**config.mk**
```make
export PLATFORM = sky130hd
export DESIGN_NAME = cpm_core
export DESIGN_NICKNAME = d
export VERILOG_FILES = /design/src/logic/cpm_pkg.sv /design/src/logic/cpm_core.sv
export VERILOG_INCLUDE_DIRS = /design/src /design/src/logic
export SDC_FILE = /design/constraint.sdc
export NUM_CORES = 1
export LEC_CHECK = 0
export ABC_AREA = 1
export BUFFER_PORTS_ARGS = -buffer_cell sky130_fd_sc_hd__buf_4
export CAP_MARGIN = 20
export CORE_ASPECT_RATIO = 1.2
export CORE_MARGIN = 2
export CORE_UTILIZATION = 30
export DETAILED_ROUTE_END_ITERATION = 8
export SETUP_SLACK_MARGIN = 0.4
export SYNTH_ARGS = -nofsm -noshare
export SYNTH_HDL_FRONTEND = slang
export SYNTH_SLANG_ARGS = --single-unit
```
**constraint.sdc**
```tcl
create_clock -name mclk -period 2.1 [get_ports mclk]
set_input_delay 0.315 -clock mclk [delete_from_list [all_inputs] [get_ports mclk]]
set_output_delay 0.315 -clock mclk [all_outputs]
set_load 0.02 [all_outputs]
```
**src/logic/cpm_regs.svh**
```systemverilog
// Constants for the CAN power-mode and bit-timing block.
// Assumes inclusion by the package and the block; definitions only.
`ifndef CPM_REGS_SVH
`define CPM_REGS_SVH
`define CPM_RECESSIVE    1'b1
`define CPM_IDLE_BITS    4'hB
`define CPM_BOFF_GROUPS  8'h80
`define CPM_FILT_NS      2000
`define CPM_CLK_NS       4
`define CPM_FILT_CYC     ((`CPM_FILT_NS + `CPM_CLK_NS - 1) / `CPM_CLK_NS)
`define CPM_FILT_W       9
`define CPM_FILT_LAST    9'(`CPM_FILT_CYC - 1)
`endif

```
**src/logic/cpm_pkg.sv**
```systemverilog
// Types for the CAN power-mode and bit-timing block.
// Assumes the constants header is on the include path.
`include "cpm_regs.svh"
package cpm_pkg;
	typedef enum logic [1:0] {
		CPM_NORMAL = 2'b00,
		CPM_SLEEP  = 2'b01,
		CPM_SOFT   = 2'b11,
		CPM_DOWN   = 2'b10
	} cpm_mode_t;
	typedef enum logic [1:0] {
		CPM_SEG_SYNC = 2'b00,
		CPM_SEG_ONE  = 2'b01,
		CPM_SEG_TWO  = 2'b11
	} cpm_seg_t;
endpackage : cpm_pkg

```
**src/logic/cpm_core.sv**
```systemverilog
// Mode sequencing, wakeup, frame-valid timer link and bit timing for CAN.
// Assumes the protocol engine reports activity and frame ends on mclk.
`timescale 1ns/100ps
`include "cpm_regs.svh"
module cpm_core
	import cpm_pkg::*;
(
	// Clock and reset
	input  wire logic       mclk,
	input  wire logic       sys_rst,
	// CPU state
	input  wire logic       cpu_stop,
	// Control bits
	input  wire logic       sleep_request_set,
	input  wire logic       sleep_request_clr,
	input  wire logic       soft_reset_set,
	input  wire logic       soft_reset_clr,
	input  wire logic       wakeup_int_enable,
	input  wire logic       wakeup_filter_select,
	input  wire logic       timer_link_enable,
	input  wire logic       clock_source_select,
	input  wire logic       cfg_we,
	input  wire logic [5:0] cfg_prescale,
	input  wire logic [3:0] cfg_seg1,
	input  wire logic [2:0] cfg_seg2,
	input  wire logic [1:0] cfg_sjw,
	// Clock enables
	input  wire logic       osc_ce,
	input  wire logic       pll_ce,
	// Protocol engine status
	input  wire logic       eng_tx_pending,
	input  wire logic       eng_rx_busy,
	input  wire logic       eng_bus_off,
	input  wire logic       eng_frame_valid,
	input  wire logic       eng_tx,
	// Bus pins
	input  wire logic       can_rx,
	output logic            can_tx,
	// Status and control to engine
	output logic            sleep_request,
	output logic            sleep_ack,
	output logic            soft_reset_bit,
	output logic            wakeup_irq,
	output logic            cpu_wake,
	output logic            reg_access_ok,
	output logic            proto_run,
	output logic            eng_abort,
	output logic            allow_copy,
	output logic            bus_synced,
	output logic            boff_count_en,
	output logic            tq_tick,
	output logic            bit_tick,
	output logic            sample_point,
	output logic [3:0]      first_segment_length,
	output logic [2:0]      second_segment_length,
	output logic [1:0]      sjw_length,
	output logic            capture_timer_one
);

	// Synchroniser for receive pin
	logic rx_s1, rx_s2;
	always_ff @(posedge mclk) begin
		if (sys_rst) begin
			rx_s1 <= `CPM_RECESSIVE;
			rx_s2 <= `CPM_RECESSIVE;
		end else begin
			rx_s1 <= can_rx;
			rx_s2 <= rx_s1;
		end
	end

	// Mode, control bits, filter, resync
	cpm_mode_t            mode, next_mode;
	logic                 next_sleep_request, next_soft_reset_bit;
	logic [`CPM_FILT_W-1:0] filt_cnt, next_filt_cnt;
	logic [3:0]           idle_cnt, next_idle_cnt;
	logic                 synced, next_synced;
	logic                 rx_dom, wake_evt;
	logic [5:0]           prescale, next_prescale;
	logic [3:0]           seg1_r, next_seg1;
	logic [2:0]           seg2_r, next_seg2;
	logic [1:0]           sjw_r, next_sjw;

	always_comb begin
		next_mode           = mode;
		next_sleep_request  = sleep_request;
		next_soft_reset_bit = soft_reset_bit;
		next_filt_cnt       = '0;
		next_idle_cnt       = idle_cnt;
		next_synced         = synced;
		next_prescale       = prescale;
		next_seg1           = seg1_r;
		next_seg2           = seg2_r;
		next_sjw            = sjw_r;
		rx_dom              = (rx_s2 != `CPM_RECESSIVE);
		wake_evt            = 1'b0;
		if (mode == CPM_SLEEP || mode == CPM_DOWN) begin
			if (rx_dom && wakeup_filter_select) begin
				// Saturates so a long stop never wraps the count
				next_filt_cnt = (filt_cnt == `CPM_FILT_LAST) ? filt_cnt
				                : filt_cnt + 9'h001;
				// Short glitches never reach the count
				wake_evt = (filt_cnt == `CPM_FILT_LAST);
			end else begin
				wake_evt = rx_dom;
			end
		end
		if (sleep_request_set) begin
			next_sleep_request = 1'b1;
		end else if (sleep_request_clr && sleep_ack) begin
			next_sleep_request = 1'b0;
		end
		if (soft_reset_set) begin
			next_soft_reset_bit = 1'b1;
		end else if (soft_reset_clr) begin
			next_soft_reset_bit = 1'b0;
		end
		if (soft_reset_bit && cfg_we) begin
			next_prescale = cfg_prescale;
			next_seg1     = (cfg_seg1 < 4'h3) ? 4'h3 : cfg_seg1;
			next_seg2     = (cfg_seg2 < 3'h1) ? 3'h1 : cfg_seg2;
			next_sjw      = cfg_sjw;
		end
		unique case (mode)
			CPM_NORMAL: begin
				if (soft_reset_bit) begin
					next_mode = CPM_SOFT;
				end else if (sleep_request && !eng_tx_pending
				             && !eng_rx_busy) begin
					next_mode = CPM_SLEEP;
				end
			end
			CPM_SLEEP: begin
				// Any wake cause also drops the acknowledge here
				if (wake_evt || !sleep_request || soft_reset_bit) begin
					next_mode   = soft_reset_bit ? CPM_SOFT : CPM_NORMAL;
					next_synced = 1'b0;
					next_idle_cnt = '0;
					if (wake_evt) begin
						next_sleep_request = 1'b0;
					end
				end
			end
			CPM_SOFT: begin
				if (!soft_reset_bit) begin
					next_mode   = CPM_NORMAL;
					next_synced = 1'b0;
					next_idle_cnt = '0;
				end
			end
			CPM_DOWN: begin
				next_synced   = 1'b0;
				next_idle_cnt = '0;
			end
		endcase
		// CPU stop overrides every other setting
		if (cpu_stop) begin
			next_mode = CPM_DOWN;
		end else if (mode == CPM_DOWN) begin
			next_mode = soft_reset_bit ? CPM_SOFT :
			            (sleep_request ? CPM_SLEEP : CPM_NORMAL);
		end
		if (mode == CPM_NORMAL && !synced && bit_tick) begin
			if (rx_dom) begin
				next_idle_cnt = '0;
			end else if (idle_cnt == `CPM_IDLE_BITS - 4'h1) begin
				next_synced = 1'b1;
			end else begin
				next_idle_cnt = idle_cnt + 4'h1;
			end
		end
	end

	always_ff @(posedge mclk) begin
		if (sys_rst) begin
			// Reset leaves the soft reset bit set, so start stopped
			mode           <= CPM_SOFT;
			sleep_request  <= 1'b0;
			soft_reset_bit <= 1'b1;
			filt_cnt       <= '0;
			idle_cnt       <= '0;
			synced         <= 1'b0;
			prescale       <= 6'h00;
			seg1_r         <= 4'h3;
			seg2_r         <= 3'h1;
			sjw_r          <= 2'h0;
		end else begin
			mode           <= next_mode;
			sleep_request  <= next_sleep_request;
			soft_reset_bit <= next_soft_reset_bit;
			filt_cnt       <= next_filt_cnt;
			idle_cnt       <= next_idle_cnt;
			synced         <= next_synced;
			prescale       <= next_prescale;
			seg1_r         <= next_seg1;
			seg2_r         <= next_seg2;
			sjw_r          <= next_sjw;
		end
	end

	// Bit timing: prescaler, then segments
	logic       src_ce;
	logic [5:0] pre_cnt, next_pre_cnt;
	logic [4:0] q_cnt, next_q_cnt;
	cpm_seg_t   seg, next_seg;
	logic       next_tq, next_bit, next_sample;

	always_comb begin
		// Clock source select picks the quanta reference
		src_ce       = clock_source_select ? pll_ce : osc_ce;
		next_pre_cnt = pre_cnt;
		next_q_cnt   = q_cnt;
		next_seg     = seg;
		next_tq      = 1'b0;
		next_bit     = 1'b0;
		next_sample  = 1'b0;
		if (!proto_run) begin
			next_pre_cnt = '0;
			next_q_cnt   = '0;
			next_seg     = CPM_SEG_SYNC;
		end else if (src_ce) begin
			if (pre_cnt == prescale) begin
				next_pre_cnt = '0;
				next_tq      = 1'b1;
				unique case (seg)
					CPM_SEG_SYNC: begin
						next_seg   = CPM_SEG_ONE;
						next_q_cnt = '0;
					end
					CPM_SEG_ONE: begin
						if (q_cnt == {1'b0, seg1_r}) begin
							next_seg    = CPM_SEG_TWO;
							next_q_cnt  = '0;
							next_sample = 1'b1;
						end else begin
							next_q_cnt = q_cnt + 5'h01;
						end
					end
					CPM_SEG_TWO: begin
						if (q_cnt == {2'b00, seg2_r}) begin
							next_seg   = CPM_SEG_SYNC;
							next_q_cnt = '0;
							next_bit   = 1'b1;
						end else begin
							next_q_cnt = q_cnt + 5'h01;
						end
					end
					default: begin
						next_seg = CPM_SEG_SYNC;
					end
				endcase
			end else begin
				next_pre_cnt = pre_cnt + 6'h01;
			end
		end
	end

	always_ff @(posedge mclk) begin
		if (sys_rst) begin
			pre_cnt      <= '0;
			q_cnt        <= '0;
			seg          <= CPM_SEG_SYNC;
			tq_tick      <= 1'b0;
			bit_tick     <= 1'b0;
			sample_point <= 1'b0;
		end else begin
			pre_cnt      <= next_pre_cnt;
			q_cnt        <= next_q_cnt;
			seg          <= next_seg;
			tq_tick      <= next_tq;
			bit_tick     <= next_bit;
			sample_point <= next_sample;
		end
	end

	// Frame-valid pulse: armed by the frame end, then one full bit long
	logic fv_arm, next_fv_arm, fv_busy, next_fv_busy, fv_out, next_fv_out;
	always_comb begin
		next_fv_arm  = fv_arm;
		next_fv_busy = fv_busy;
		if (bit_tick) begin
			// Starting on a bit boundary keeps the pulse one bit wide
			next_fv_busy = fv_arm;
			next_fv_arm  = 1'b0;
		end
		if (eng_frame_valid && proto_run) begin
			next_fv_arm = 1'b1;
		end
		// Bit ticks stop with the protocol, so drop the pulse too
		if (!proto_run) begin
			next_fv_arm  = 1'b0;
			next_fv_busy = 1'b0;
		end
		next_fv_out = fv_busy && timer_link_enable;
	end

	always_ff @(posedge mclk) begin
		if (sys_rst) begin
			fv_arm  <= 1'b0;
			fv_busy <= 1'b0;
			fv_out  <= 1'b0;
		end else begin
			fv_arm  <= next_fv_arm;
			fv_busy <= next_fv_busy;
			fv_out  <= next_fv_out;
		end
	end

	// Mode-derived outputs, plus timer capture and timing fields
	always_comb begin
		proto_run     = (mode == CPM_NORMAL);
		sleep_ack     = (mode == CPM_SLEEP);
		bus_synced    = proto_run && synced;
		// Bus-off count pauses while asleep, resumes once the bus is resynced after wake
		boff_count_en = bus_synced && eng_bus_off;
		// No copy or abort while asleep; pending ones run on wake
		allow_copy    = proto_run;
		eng_abort     = (mode == CPM_SOFT) || (mode == CPM_DOWN);
		reg_access_ok = (mode != CPM_DOWN);
		wakeup_irq    = sleep_ack && wakeup_int_enable && wake_evt;
		cpu_wake      = (mode == CPM_DOWN) && wake_evt;
		capture_timer_one     = fv_out;
		first_segment_length  = seg1_r;
		second_segment_length = seg2_r;
		sjw_length            = sjw_r;
	end

	// Transmit pin: recessive unless synced and staying in normal mode;
	// looking at the next mode keeps the first low-power cycle recessive
	always_ff @(posedge mclk) begin
		if (sys_rst) begin
			can_tx <= `CPM_RECESSIVE;
		end else if (bus_synced && next_mode == CPM_NORMAL) begin
			can_tx <= eng_tx;
		end else begin
			can_tx <= `CPM_RECESSIVE;
		end
	end

endmodule : cpm_core

```
**Yosys cells after proc, flatten, opt, wreduce, memory -nomap -nowiden**

Cells that the tools add are included.

- Register bits: 55
- Bits of input ports: 35
- Output and inout port bits: 25
- Word-level logic and storage cells: 131

- $add $sub $neg: 4
- $lt $le $gt $ge: 2
- Eq/ne operators: 13
- Mux-type cells: 44
- Bitwise logic cells: 9
- Reductions and logical operators: 37

Operator list:

| cell | number |
|---|---|
| 4-bit two-way mux | 6 |
| 2-bit two-way mux | 10 |
| 1-bit two-way mux | 19 |
| 1-bit logical AND | 15 |
| 5-bit one-hot mux with 3 select lines | 1 |
| 2-bit one-hot mux with 3 select lines | 2 |
| 4-bit one-hot mux with 3 select lines | 1 |
| 5-bit two-way mux | 2 |
| 5-bit OR reduction | 2 |
| 9-bit by 1-bit adder with 9-bit output (second input constant) | 1 |
| 9-bit equality test (second input constant) | 1 |
| 1-bit NOT | 9 |
| 6-bit by 1-bit adder with 6-bit output (second input constant) | 1 |
| 2-bit equality test (second input constant) | 3 |
| 6-bit equality test | 1 |
| 2-bit logical NOT | 3 |
| 6-bit two-way mux | 1 |
| 2-bit inequality test (second input constant) | 3 |
| 2-bit OR reduction | 3 |
| 3-bit OR reduction | 2 |
| 5-bit by 1-bit adder with 5-bit output (second input constant) | 1 |
| 5-bit by 3-bit equality test with 1-bit output | 1 |
| 5-bit by 4-bit equality test with 1-bit output | 1 |
| 4-bit by 1-bit adder with 4-bit output (second input constant) | 1 |
| 12 further kinds | 19 |

**Logic depth before layout (Yosys ltp)**

Gate-level depths: netlist of run 1.

- Word-level depth: 14
- Gate-level depth with buffers: 12
- Mapped depth without buffers: 12

**Least setup slack after synthesis of run 1**

Ideal clock, no wire load.

- Path kind: register -> register
- Start: reg mode[0]
- End: reg idle_cnt[1]
- Setup time: 119 ps
- Data arrival time: 1516 ps
- Required time: 1981 ps
- Setup slack: 464 ps
- Stages on the path, launching flop included: 8
- Buffers on the path: 0
- Period minus slack after synthesis: 1636 ps
- Cell sequence: dfxtp_1 -> inv_1 -> ha_1 -> inv_1 -> nor3_1 -> o21ai_0 -> o21ai_0 -> a21oi_1

- Elaborated cells on any way between the ends: 15
- Those cells by class: eq/ne: 3; mux: 6; reduce/logical: 6

RTL lines:

| element | RTL line | source |
|---|---|---|
| start: declaration | cpm_core.sv:73 | `cpm_mode_t mode, next_mode;` |
| start signal: assignment | cpm_core.sv:188 | `mode <= next_mode;` |
| 2-bit logical NOT | - |  |
| via allow_copy | cpm_core.sv:48 | `output logic allow_copy,` |
| 1-bit logical AND (2 in a row) | cpm_core.sv:163 | `if (mode == CPM_NORMAL && !synced && bit_tick) begin` |
| 4-bit two-way mux | cpm_core.sv:163 |  |
| end signal: assignment | cpm_core.sv:192 | `idle_cnt <= next_idle_cnt;` |
| end: declaration | cpm_core.sv:76 | `logic [3:0] idle_cnt, next_idle_cnt;` |

The timed path passes the listed nets, and every way through them passes these cells.
A chain may end at the register's enable or synchronous reset.

**Final worst setup path of run 1**

- Start: reg mode[0]
- End: out wakeup_irq

- Longest elaborated chain between the ends: 4
- Elaborated cells on any way between the ends: 6
- Those cells by class: eq/ne: 2; mux: 1; reduce/logical: 3

RTL lines:

| element | RTL line | source |
|---|---|---|
| 2-bit by 1-bit equality test with 1-bit output or 2-bit equality test (tied branches) | cpm_core.sv:97, cpm_core.sv:312 |  |
| 1-bit logical OR | cpm_core.sv:97 | `if (mode == CPM_SLEEP \|\| mode == CPM_DOWN) begin` |
| 1-bit two-way mux | cpm_core.sv:97 |  |
| 1-bit logical AND * | cpm_core.sv:320 | `wakeup_irq = sleep_ack && wakeup_int_enable && wake_evt;` |
| end: declaration | cpm_core.sv:43 | `output logic wakeup_irq,` |

Mark *: on every way between the ends. The rest lies on a longest branch, timed or not.

==> results of run 1 <==
-- critical path: stages, from the launching register on --
cell	delay [ns]
dfxtp_2	0.37
buf_4	0.13
ha_1	0.27
nand2_1	0.13
nor2_4	0.12
buf_6	0.12
-- report_power, final --
part	total, mW	internal [mW]	leakage, nW	switching, mW
sequential	1.10	1.07	0.449	0.0273
combinational	0.349	0.156	1.09	0.193
clock	0.647	0.301	0.0505	0.346
total	2.10	1.53	1.59	0.566
-- what timing repair did --
item	in CTS	in global routing
resized for setup	21	14
setup buffers	9	0
setup endpoints to repair	7	12
pin swaps	7	6
-- through the flow --
step / hold slack [ns] / instances / setup slack (ns) / area, um^2
after CTS: 0.182 / 575 / 0.343 / 3540
after detailed placement: 0.399 / 558 / 0.381 / 3300
after global routing: 0.181 / 575 / 0.271 / 3590
after floorplan: 0.377 / 383 / 0.464 / 2710
after global placement: 0.407 / 558 / 0.486 / 3300
final: 0.193 / 575 / 0.349 / 3590
-- path summary, 6_finish.rpt --
| check | to | startpoint | slack (ns) |
|---|---|---|---|
| setup / recovery | wakeup_irq | mode[0]$_SDFF_PP1_ | 0.35 |
| hold / removal | rx_s1$_SDFF_PP1_ | can_rx | 0.19 |
| setup reg to reg | can_tx$_SDFF_PP1_ | filt_cnt[0]$_SDFFE_PP0P_ | 0.51 |
| hold reg to reg | rx_s2$_SDFF_PP1_ | rx_s1$_SDFF_PP1_ | 0.43 |
-- flip-flops by register name, summed over array words and instances, names as in the netlist, 3 cells and up --
signal                 cells
filt_cnt                   9
idle_cnt                   4
pre_cnt                    6
second_segment_length      3
first_segment_length       4
q_cnt                      5
prescale                   6
-- layout make-up --
class                   count  area [um^2]
clock buffers               7         96.3
inverters                  54          205
fillers                   947         5340
multi-input cells         267         1480
flip-flops and latches     55         1110
clock inverters             1         7.51
repair buffers             71          548
well taps                 120          150
-- routing by layer --
metal	vias to the layer above	part of all wire (%)	track usage [%]
li1	1363	-	-
met1	1151	45	15.9
met2	72	47	24.4
met3	17	4.4	3.07
met4	0	3.1	6.39
met5	-	0	0
-- synth_stat cells --
| library cell | count | share of area, % |
|---|---|---|
| nand3_1 | 12 | 2.2 |
| nor2_4 | 1 | 0.41 |
| o22ai_1 | 2 | 0.46 |
| nand2_2 | 3 | 0.69 |
| ha_1 | 9 | 4.1 |
| or2_2 | 5 | 1.2 |
| a211oi_1 | 1 | 0.28 |
| buf_2 | 1 | 0.18 |
| o211ai_1 | 1 | 0.28 |
| dfxtp_1 | 55 | 41 |
| clkbuf_1 | 4 | 0.55 |
| xor2_1 | 8 | 2.6 |
| nor2_1 | 51 | 7.1 |
| inv_1 | 50 | 6.9 |
| buf_4 | 1 | 0.28 |
| o21ai_0 | 30 | 5.5 |
| clkbuf_2 | 1 | 0.18 |
| inv_2 | 4 | 0.55 |
| nand3_2 | 3 | 1.1 |
| o21ai_1 | 1 | 0.18 |
| nor2_2 | 2 | 0.46 |
| nand2_1 | 76 | 11 |
| nand4_1 | 2 | 0.46 |
| xnor2_1 | 2 | 0.65 |
| nor3_2 | 1 | 0.37 |
| a21oi_1 | 37 | 6.8 |
| nor3_1 | 10 | 1.8 |
| o21ai_4 | 1 | 0.60 |
| a21oi_2 | 2 | 0.65 |
| o221ai_1 | 1 | 0.32 |
| nand2_4 | 3 | 1.2 |
| a31oi_1 | 2 | 0.46 |
| nor3b_1 | 1 | 0.28 |
-- kinds of logic after synthesis --
family                   count (synthesis)
AND/OR/NAND/NOR                        170
AO/OA/AOI/OAI                           78
buffers and inverters                   61
flip-flops                              55
XOR/XNOR                                10
adder cells (fa/ha/maj)                  9
==> impl_metrics.toml, run 1 <==
[die]
die_h_um = 108
rows = 38
die_w_um = 90.8
io_pins = 60
dieArea_mm2 = 0.00983
start_util_pct = 30.4
core_area_mm2 = 0.00894

[job]
maxCapViolCount = 0

[finish]
drive_above_1_share_pct = 27.3
antenna_cells = 0
nets = 498
layout_common_cells = "74 x nand2_1, 67 x buf_4, 51 x dfxtp_1, 47 x nor2_1, 46 x inv_1"
area_growth_pct = 32.5
finish.utilization_pct = 40.2
final_common_cell = "nand2_1"

[global_routing]
grt_max_degree = 22
overflow = 0
antenna_found_initial = 0
grt_pass1_wl_um = 11000
grt_pass1_vias = 2532
grt_use_total_pct = 13.8

[worst_setup_path]
worst_ep_required_time_ns = 1.78
reg2reg_depth = 13
path_max_fanout = 5
end_kind = "primary output"
arrival_ns = 1.44
critPathLaunchType = "flop"
worstSetupPathType = "reg2out"

[logic_synthesis]
synth-compound-area-share_pct = 15.6
synthMuxAreaShare_pct = 0
synth_adder_area_share_pct = 4.15
synth_simple_gate_area_share_pct = 27.8
synthesis.nets = 427
synth_cells = 383
yosysSeqAreaShare_pct = 40.6
synth_seq_cells = 55
syn_area_per_cell_um2 = 7.09
synth-xor-area-share_pct = 3.23
ys_types = 33
synth_top_family_by_area = "simple AND/OR/NAND/NOR gates"
yosys_warnings = 0
synthesis.area_mm2 = 0.00271

[timing]
rsz0062_at_grt = "true"
period_needed_ns = 1.75
tns_ns = 0
post-route-period-util_pct = 83.4
setup_violations = 0
slew_viol_final = 0
max_freq_mhz = 571
worstMarginPinSlew_ns = 0.404
clock-skew-final_ns = 0.00826
relSlewSlack_pct = 73.1
hold_viol = 0

[detailed_routing]
drt-total-wl_um = 6640
postRouteAntennaNets = 0
vias = 2603
route.detailed.drc = 0
dr.pass1.iters = 5
first_iter_violations = 80
via_per_inst = 4.53
routedWlPerCell_um = 11.5

[placement]
globalplace.congestion = 0.886
dp_hpwl_um = 4970
port_buffers = 59

[clocking]
cts_hold_buf = 0
cts-root-buf = "clkbuf_8"
cts_max_path_buffers = 2
clk_pin_slew_worst_paths_ns = 0.10
h-tree-depth = 2
cts_buffers = 5
cts.sinks = 55
cts_tree = "done"
clk_latency_ns = 0.31

[run_status]
status = "finished, final reports clean"

[power_and_ir_drop]
peakVddDrop_uv = 346
power_leakage_nw = 1.59
power_density_mw_per_mm2 = 583
p_total_mw = 2.10

[hold_path]
holdPathStages = 2
hold_class = "in2reg"
Power figures use the tool's default switching activity.
==> run 2: changes to the inputs <==
--- a/config.mk
+++ b/config.mk
@@ -6,7 +6,7 @@
 export SDC_FILE = /design/constraint.sdc
 export NUM_CORES = 1
 export LEC_CHECK = 0
-export ABC_AREA = 1
+export ABC_AREA = 0
 export BUFFER_PORTS_ARGS = -buffer_cell sky130_fd_sc_hd__buf_4
 export CAP_MARGIN = 20
 export CORE_ASPECT_RATIO = 1.2
==> constraint.sdc (replaced) <==
create_clock -name mclk -period 1.41 [get_ports mclk]
set_input_delay 0.2115 -clock mclk [delete_from_list [all_inputs] [get_ports mclk]]
set_output_delay 0.2115 -clock mclk [all_outputs]
set_load 0.02 [all_outputs]
==> run 2 against run 1 <==
Compared with the run above:
- the flow now finishes with violations (setup timing)
- non-clock buffer count rose by 90
- power rose by 64%
- combinational power is 150% higher
- sequential share of layout area decreased by 6.9 points
- utilization grew 16 points
- synthesized cell count is 20% lower
- clock-buffer cell count unchanged
- sequential power is 48% higher
- final cell count rose by 1.0%
- die area fell by 3.7%
- worst setup slack worse by 0.95 ns
- highest routed layer unchanged
==> impl_metrics.toml, run 2 <==
[detailed_routing]
drt-total-wl_um = 8140
postRouteAntennaNets = 0
routedWlPerCell_um = 14.0
via_per_inst = 4.83
route.detailed.drc = 0
first_iter_violations = 88
vias = 2807
dr.pass1.iters = 4

[logic_synthesis]
yosysSeqAreaShare_pct = 42.2
synth_seq_cells = 55
synth_area_leaders = "dfxtp_1 42%, nand2_1 6.3%, xor2_1 5.7%"
synth_cells = 306
synthArstFlopShare_pct = 0
synth_top_cell_by_area = "dfxtp_1"
yosys_warnings = 0
ys_types = 47
synth_top_area_share_pct = 42.2
synthTopCellsByCount = "55 x dfxtp_1, 44 x nand2_1, 27 x a21oi_1, 27 x nor2_1, 17 x xor2_1"
synthesis.area_mm2 = 0.00261
syn_area_per_cell_um2 = 8.53
synth-edff-count = 0
synth_most_common_cell = "dfxtp_1"
ys.flop_type = "dfxtp_1"
synthesis.nets = 350

[timing]
timing.hold.ws_ns = 0.0667
relSlewSlack_pct = 71.4
max_freq_mhz = 497
worstMarginPinSlew_ns = 0.426
fin_ws_ns = -0.600
post-route-period-util_pct = 143
clock-skew-final_ns = 0.00980
rsz0062_at_grt = "true"
period_needed_ns = 2.01
slew_viol_final = 0
setup_violations = 36
hold_viol = 0

[finish]
nets = 507
area_growth_pct = 84.7
final_common_cell = "buf_4"
reg_top3 = "filt_cnt: 9 flops, pre_cnt: 6 flops, prescale: 6 flops"
layout_common_cells = "100 x buf_4, 60 x buf_6, 29 x nand2_1, 27 x dfxtp_1"
layout.cells.non_filler = 581
drive_above_1_share_pct = 63.4
largest_reg_flops = 9
antenna_cells = 0
regMostFlops = "filt_cnt"

[placement]
dp_hpwl_um = 5170
port_buffers = 59
pre_cts_ws_ns = -0.406
globalplace.congestion = 0.854
dp_cells = 535

[worst_setup_path]
worstSetupPathType = "reg2out"
path_max_fanout = 4
timing.rr.start = "second_segment_length[0]$_SDFFE_PP1P_"
arrival_ns = 1.80
end_kind = "primary output"
worst_ep_required_time_ns = 1.20
critPathLaunchType = "flop"
cp-startpoint = "filt_cnt[1]$_SDFFE_PP0P_"

[die]
io_pins = 60
dieArea_mm2 = 0.00946
start_util_pct = 30.6
rows = 37
core_area_mm2 = 0.00852
die_h_um = 106
die_w_um = 89.1

[clocking]
cts.sinks = 55
cts_tree = "done"
cts_hold_buf = 0
cts_buffers = 5
clk_pin_slew_worst_paths_ns = 0.10
cts-root-buf = "clkbuf_8"
h-tree-depth = 2
clk_latency_ns = 0.31
cts_max_path_buffers = 2

[global_routing]
grt_pass1_vias = 2740
grt_use_total_pct = 16.1
grt_max_degree = 18
antenna_found_initial = 0
grt_pass1_wl_um = 12200
overflow = 0

[power_and_ir_drop]
seq_power_share_pct = 47.5
p_sw_share_pct = 27.9
power_leakage_nw = 2.02
p_total_mw = 3.44
clkPwrFrac_pct = 27.2
p_sw_mw = 0.957
internal-power_mw = 2.48
power_density_mw_per_mm2 = 713
peakVddDrop_uv = 469
comb_power_share_pct = 25.3

[hold_path]
hp-start = "soft_reset_clr"
hold_class = "in2reg"

[job]
maxCapViolCount = 0

[run_status]
violations = "setup timing"
status = "complete, but fails checks"
run 2: critical path: stages (launching register included):
cell and delay (ns):
dfxtp_2 0.36, ha_4 0.15, nand2_1 0.06, or4_4 0.44
a21boi_4 0.17, and3_4 0.20, buf_6 0.11
run 2: logic make-up (layout without fill, tap and decap cells):
logic type / after synthesis / after routing / share of synthesized area (%)
AND/OR/NAND/NOR: 136 / 137 / 27.0
multiplexers: 5 / 5 / 2.01
AO/OA/AOI/OAI: 56 / 56 / 12.6
buffers and inverters: 21 / 178 / 3.88
adder cells (fa/ha/maj): 9 / 9 / 4.32
flip-flops: 55 / 55 / 42.2
XOR/XNOR: 24 / 24 / 8.06
run 2: worst paths after layout:
| path | slack, ns | depth (start not counted) | endpoint |
|---|---|---|---|
| max reg2reg | -0.38 | 7 | q_cnt[0]$_SDFFE_PP0P_ |
| min | 0.07 | 2 | soft_reset_bit$_SDFFE_PP1P_ |
| max | -0.60 | 6 | wakeup_irq |
| min reg2reg | 0.43 | 1 | rx_s2$_SDFF_PP1_ |
run 2: power groups by stage:
stage	clock [mW]	combinational, mW	sequential (mW)
after floorplan	0	0.256	1.69
after global placement	0	0.547	1.66
after global routing	1.02	0.924	1.64
after detailed placement	0	0.554	1.66
final	0.936	0.869	1.63
after CTS	0.955	0.756	1.63
run 2: metal layers:
layer	vias to the layer above	track usage (%)	share of wire, %
met4	0	5.33	1.9
met3	11	2.17	2.9
met5	-	0	0
met1	1367	18.1	39
li1	1375	-	-
met2	54	30.1	56
run 2: area by class of cell:
| cell class | instances | area [um^2] |
|---|---|---|
| fill | 761 | 3700 |
| multi-input combinational | 231 | 1940 |
| timing repair buffer | 161 | 1450 |
| sequential | 55 | 1150 |
| tap | 117 | 146 |
| clock buffer | 7 | 86.3 |
| inverter | 9 | 38.8 |
| clock inverter | 1 | 8.76 |
run 2: metrics by stage:
stage / instance area [um^2] / util [%] / setup TNS, ns
floorplan: 2810 / - / -2.13
global placement: 3770 / 44.3 / -6.50
detailed placement: 3770 / 44.3 / -7.87
CTS: 4450 / 52.2 / -8.02
global route: 4820 / 56.6 / -12.02
finish: 4820 / 56.6 / -9.30
run 2: repair_timing:
| action | in CTS | in global routing |
|---|---|---|
| resized for setup | 103 | 64 |
| endpoints found under the setup margin | 72 | 72 |
| cloned | 1 | 1 |
| pin swaps | 24 | 24 |
| buffers inserted | 23 | 13 |
==> run 3: changes to the inputs <==
--- a/config.mk
+++ b/config.mk
@@ -13,7 +13,6 @@
 export CORE_MARGIN = 2
 export CORE_UTILIZATION = 30
 export DETAILED_ROUTE_END_ITERATION = 8
-export SETUP_SLACK_MARGIN = 0.4
 export SYNTH_ARGS = -nofsm -noshare
 export SYNTH_HDL_FRONTEND = slang
 export SYNTH_SLANG_ARGS = --single-unit
==> run 3 against run 2 <==
Compared with the run above:
- the run still ends with setup timing left
- critical endpoint unchanged
- first-iteration DRC count rose by 17%
- clock-buffer cell count decreased by 1
- via count is 7.6% lower
- maximum frequency down 0.76%
- power fell by 4.2%
- utilization is 6.0 points lower
- register-to-register slack improved by 0.05 ns
- sequential cell count unchanged
- clock skew is 0.0058 ns lower
- routed wire length down 14%
- largest power group unchanged
- final cell count is 4.0% lower
==> impl_metrics.toml, run 3 (synthesized netlist as in run 2, its figures left out) <==
[die]
start_util_pct = 30.6
rows = 37
core_area_mm2 = 0.00852
io_pins = 60
die_w_um = 89.1
die_h_um = 106
dieArea_mm2 = 0.00946

[timing]
slew_viol_final = 0
clock-skew-final_ns = 0.00403
tns_ns = -6.63
rsz0062_at_grt = "true"
fin_ws_ns = -0.616
post-route-period-util_pct = 144
relSlewSlack_pct = 72.4
worstMarginPinSlew_ns = 0.411
hold_viol = 0
max_freq_mhz = 494
period_needed_ns = 2.03
setup_violations = 35

[finish]
layout.cells.non_filler = 558
largest_reg_flops = 9
nets = 485
final_common_cell = "buf_4"
reg_top3 = "filt_cnt: 9 flops, pre_cnt: 6 flops, prescale: 6 flops"
regMostFlops = "filt_cnt"
area_growth_pct = 65.0
drive_above_1_share_pct = 52.4
antenna_cells = 0
layout_common_cells = "117 x buf_4, 40 x nand2_1, 31 x dfxtp_1, 22 x nor2_1, 22 x buf_6"

[global_routing]
overflow = 0
antenna_found_initial = 0
grt_max_degree = 23
grt_use_total_pct = 15.4
grt_pass1_wl_um = 11700
grt_pass1_vias = 2576

[worst_setup_path]
worst_ep_required_time_ns = 1.20
worstSetupPathType = "reg2out"
end_kind = "primary output"
critPathLaunchType = "flop"
arrival_ns = 1.81
path_max_fanout = 4

[hold_path]
hold_class = "in2reg"

[clocking]
clk_pin_slew_worst_paths_ns = 0.10
h-tree-depth = 2
clk_latency_ns = 0.31
cts.sinks = 55
cts_hold_buf = 0
cts_tree = "done"
cts-root-buf = "clkbuf_8"
cts_max_path_buffers = 2
cts_buffers = 5

[run_status]
status = "complete, but fails checks"
violations = "setup timing"

[detailed_routing]
via_per_inst = 4.65
route.detailed.drc = 0
dr.pass1.iters = 4
routedWlPerCell_um = 12.6
postRouteAntennaNets = 0
vias = 2594
drt-total-wl_um = 7000
topRoutingLayerUsed = "met4"
wl_met3_um = 243
first_iter_violations = 103
wl_met2_um = 3490
wl_met1_um = 3150

[power_and_ir_drop]
power_leakage_nw = 1.80
power_density_mw_per_mm2 = 765
peakVddDrop_uv = 408

[job]
maxCapViolCount = 0

[placement]
globalplace.congestion = 0.793
dp_hpwl_um = 5100
port_buffers = 59
dp_cells = 536
==> run 3: cell types whose count changed in the layout (fill, tap and decap cells not counted), moves of 6 or more <==
cell     delta
a21oi_1    +15
nand2_4     -6
a21oi_2    -15
nand2_1    +11
buf_6      -38
nor2_1      +6
buf_4      +17
==> run 3: worst paths after layout <==
check                           start                          end  slack [ns]  cells after the start
max          filt_cnt[4]$_SDFFE_PP0P_                   wakeup_irq       -0.62                      5
min                    soft_reset_clr  soft_reset_bit$_SDFFE_PP1P_        0.07                      2
max reg2reg  prescale[0]$_SDFFE_PP0P_        q_cnt[0]$_SDFFE_PP0P_       -0.33                      6
min reg2reg          rx_s1$_SDFF_PP1_             rx_s2$_SDFF_PP1_        0.42                      1
==> run 3: area by class of cell <==
type	instances	area, um^2
multi-input combinational	230	1730
clock inverter	1	7.51
sequential	55	1140
fill	805	4210
timing repair buffer	140	1150
clock buffer	6	93.8
inverter	9	38.8
tap	117	146
==> run 3: what timing repair did <==
action | in CTS | in global routing
setup buffers | 12 | 7
setup endpoints to repair | 37 | 35
resized for setup | 61 | 33
pin swaps | 26 | 17
==> run 3: worst max-delay path, cell delays in order (launching register included) <==
cell and delay (ns):
dfxtp_2 0.34, nand4_1 0.14, or4_4 0.54, a21boi_4 0.18
and3_4 0.20, buf_6 0.11
==> run 3: per-layer routing <==
metal	vias up	GRT usage (%)
met5	-	0
met4	0	4.58
met3	10	2.56
met2	52	25.9
met1	1213	20.0
li1	1319	-
==> run 3: where the power goes <==
group	internal, mW	leakage [nW]	switching [mW]
logic	0.380	1.30	0.316
clock network	0.449	0.0484	0.519
registers	1.59	0.455	0.0370
==> run 3: through the flow <==
stage,total power [mW],setup WS [ns],instance area [um^2],hold WS [ns],utilization [%]
floorplan,1.91,-0.270,2710,0.297,-
global placement,2.18,-0.354,3730,0.394,43.8
detailed placement,2.19,-0.366,3730,0.401,43.8
CTS,3.27,-0.629,4170,0.0729,48.9
global route,3.44,-0.706,4300,0.0649,50.5
finish,3.29,-0.616,4300,0.0677,50.5
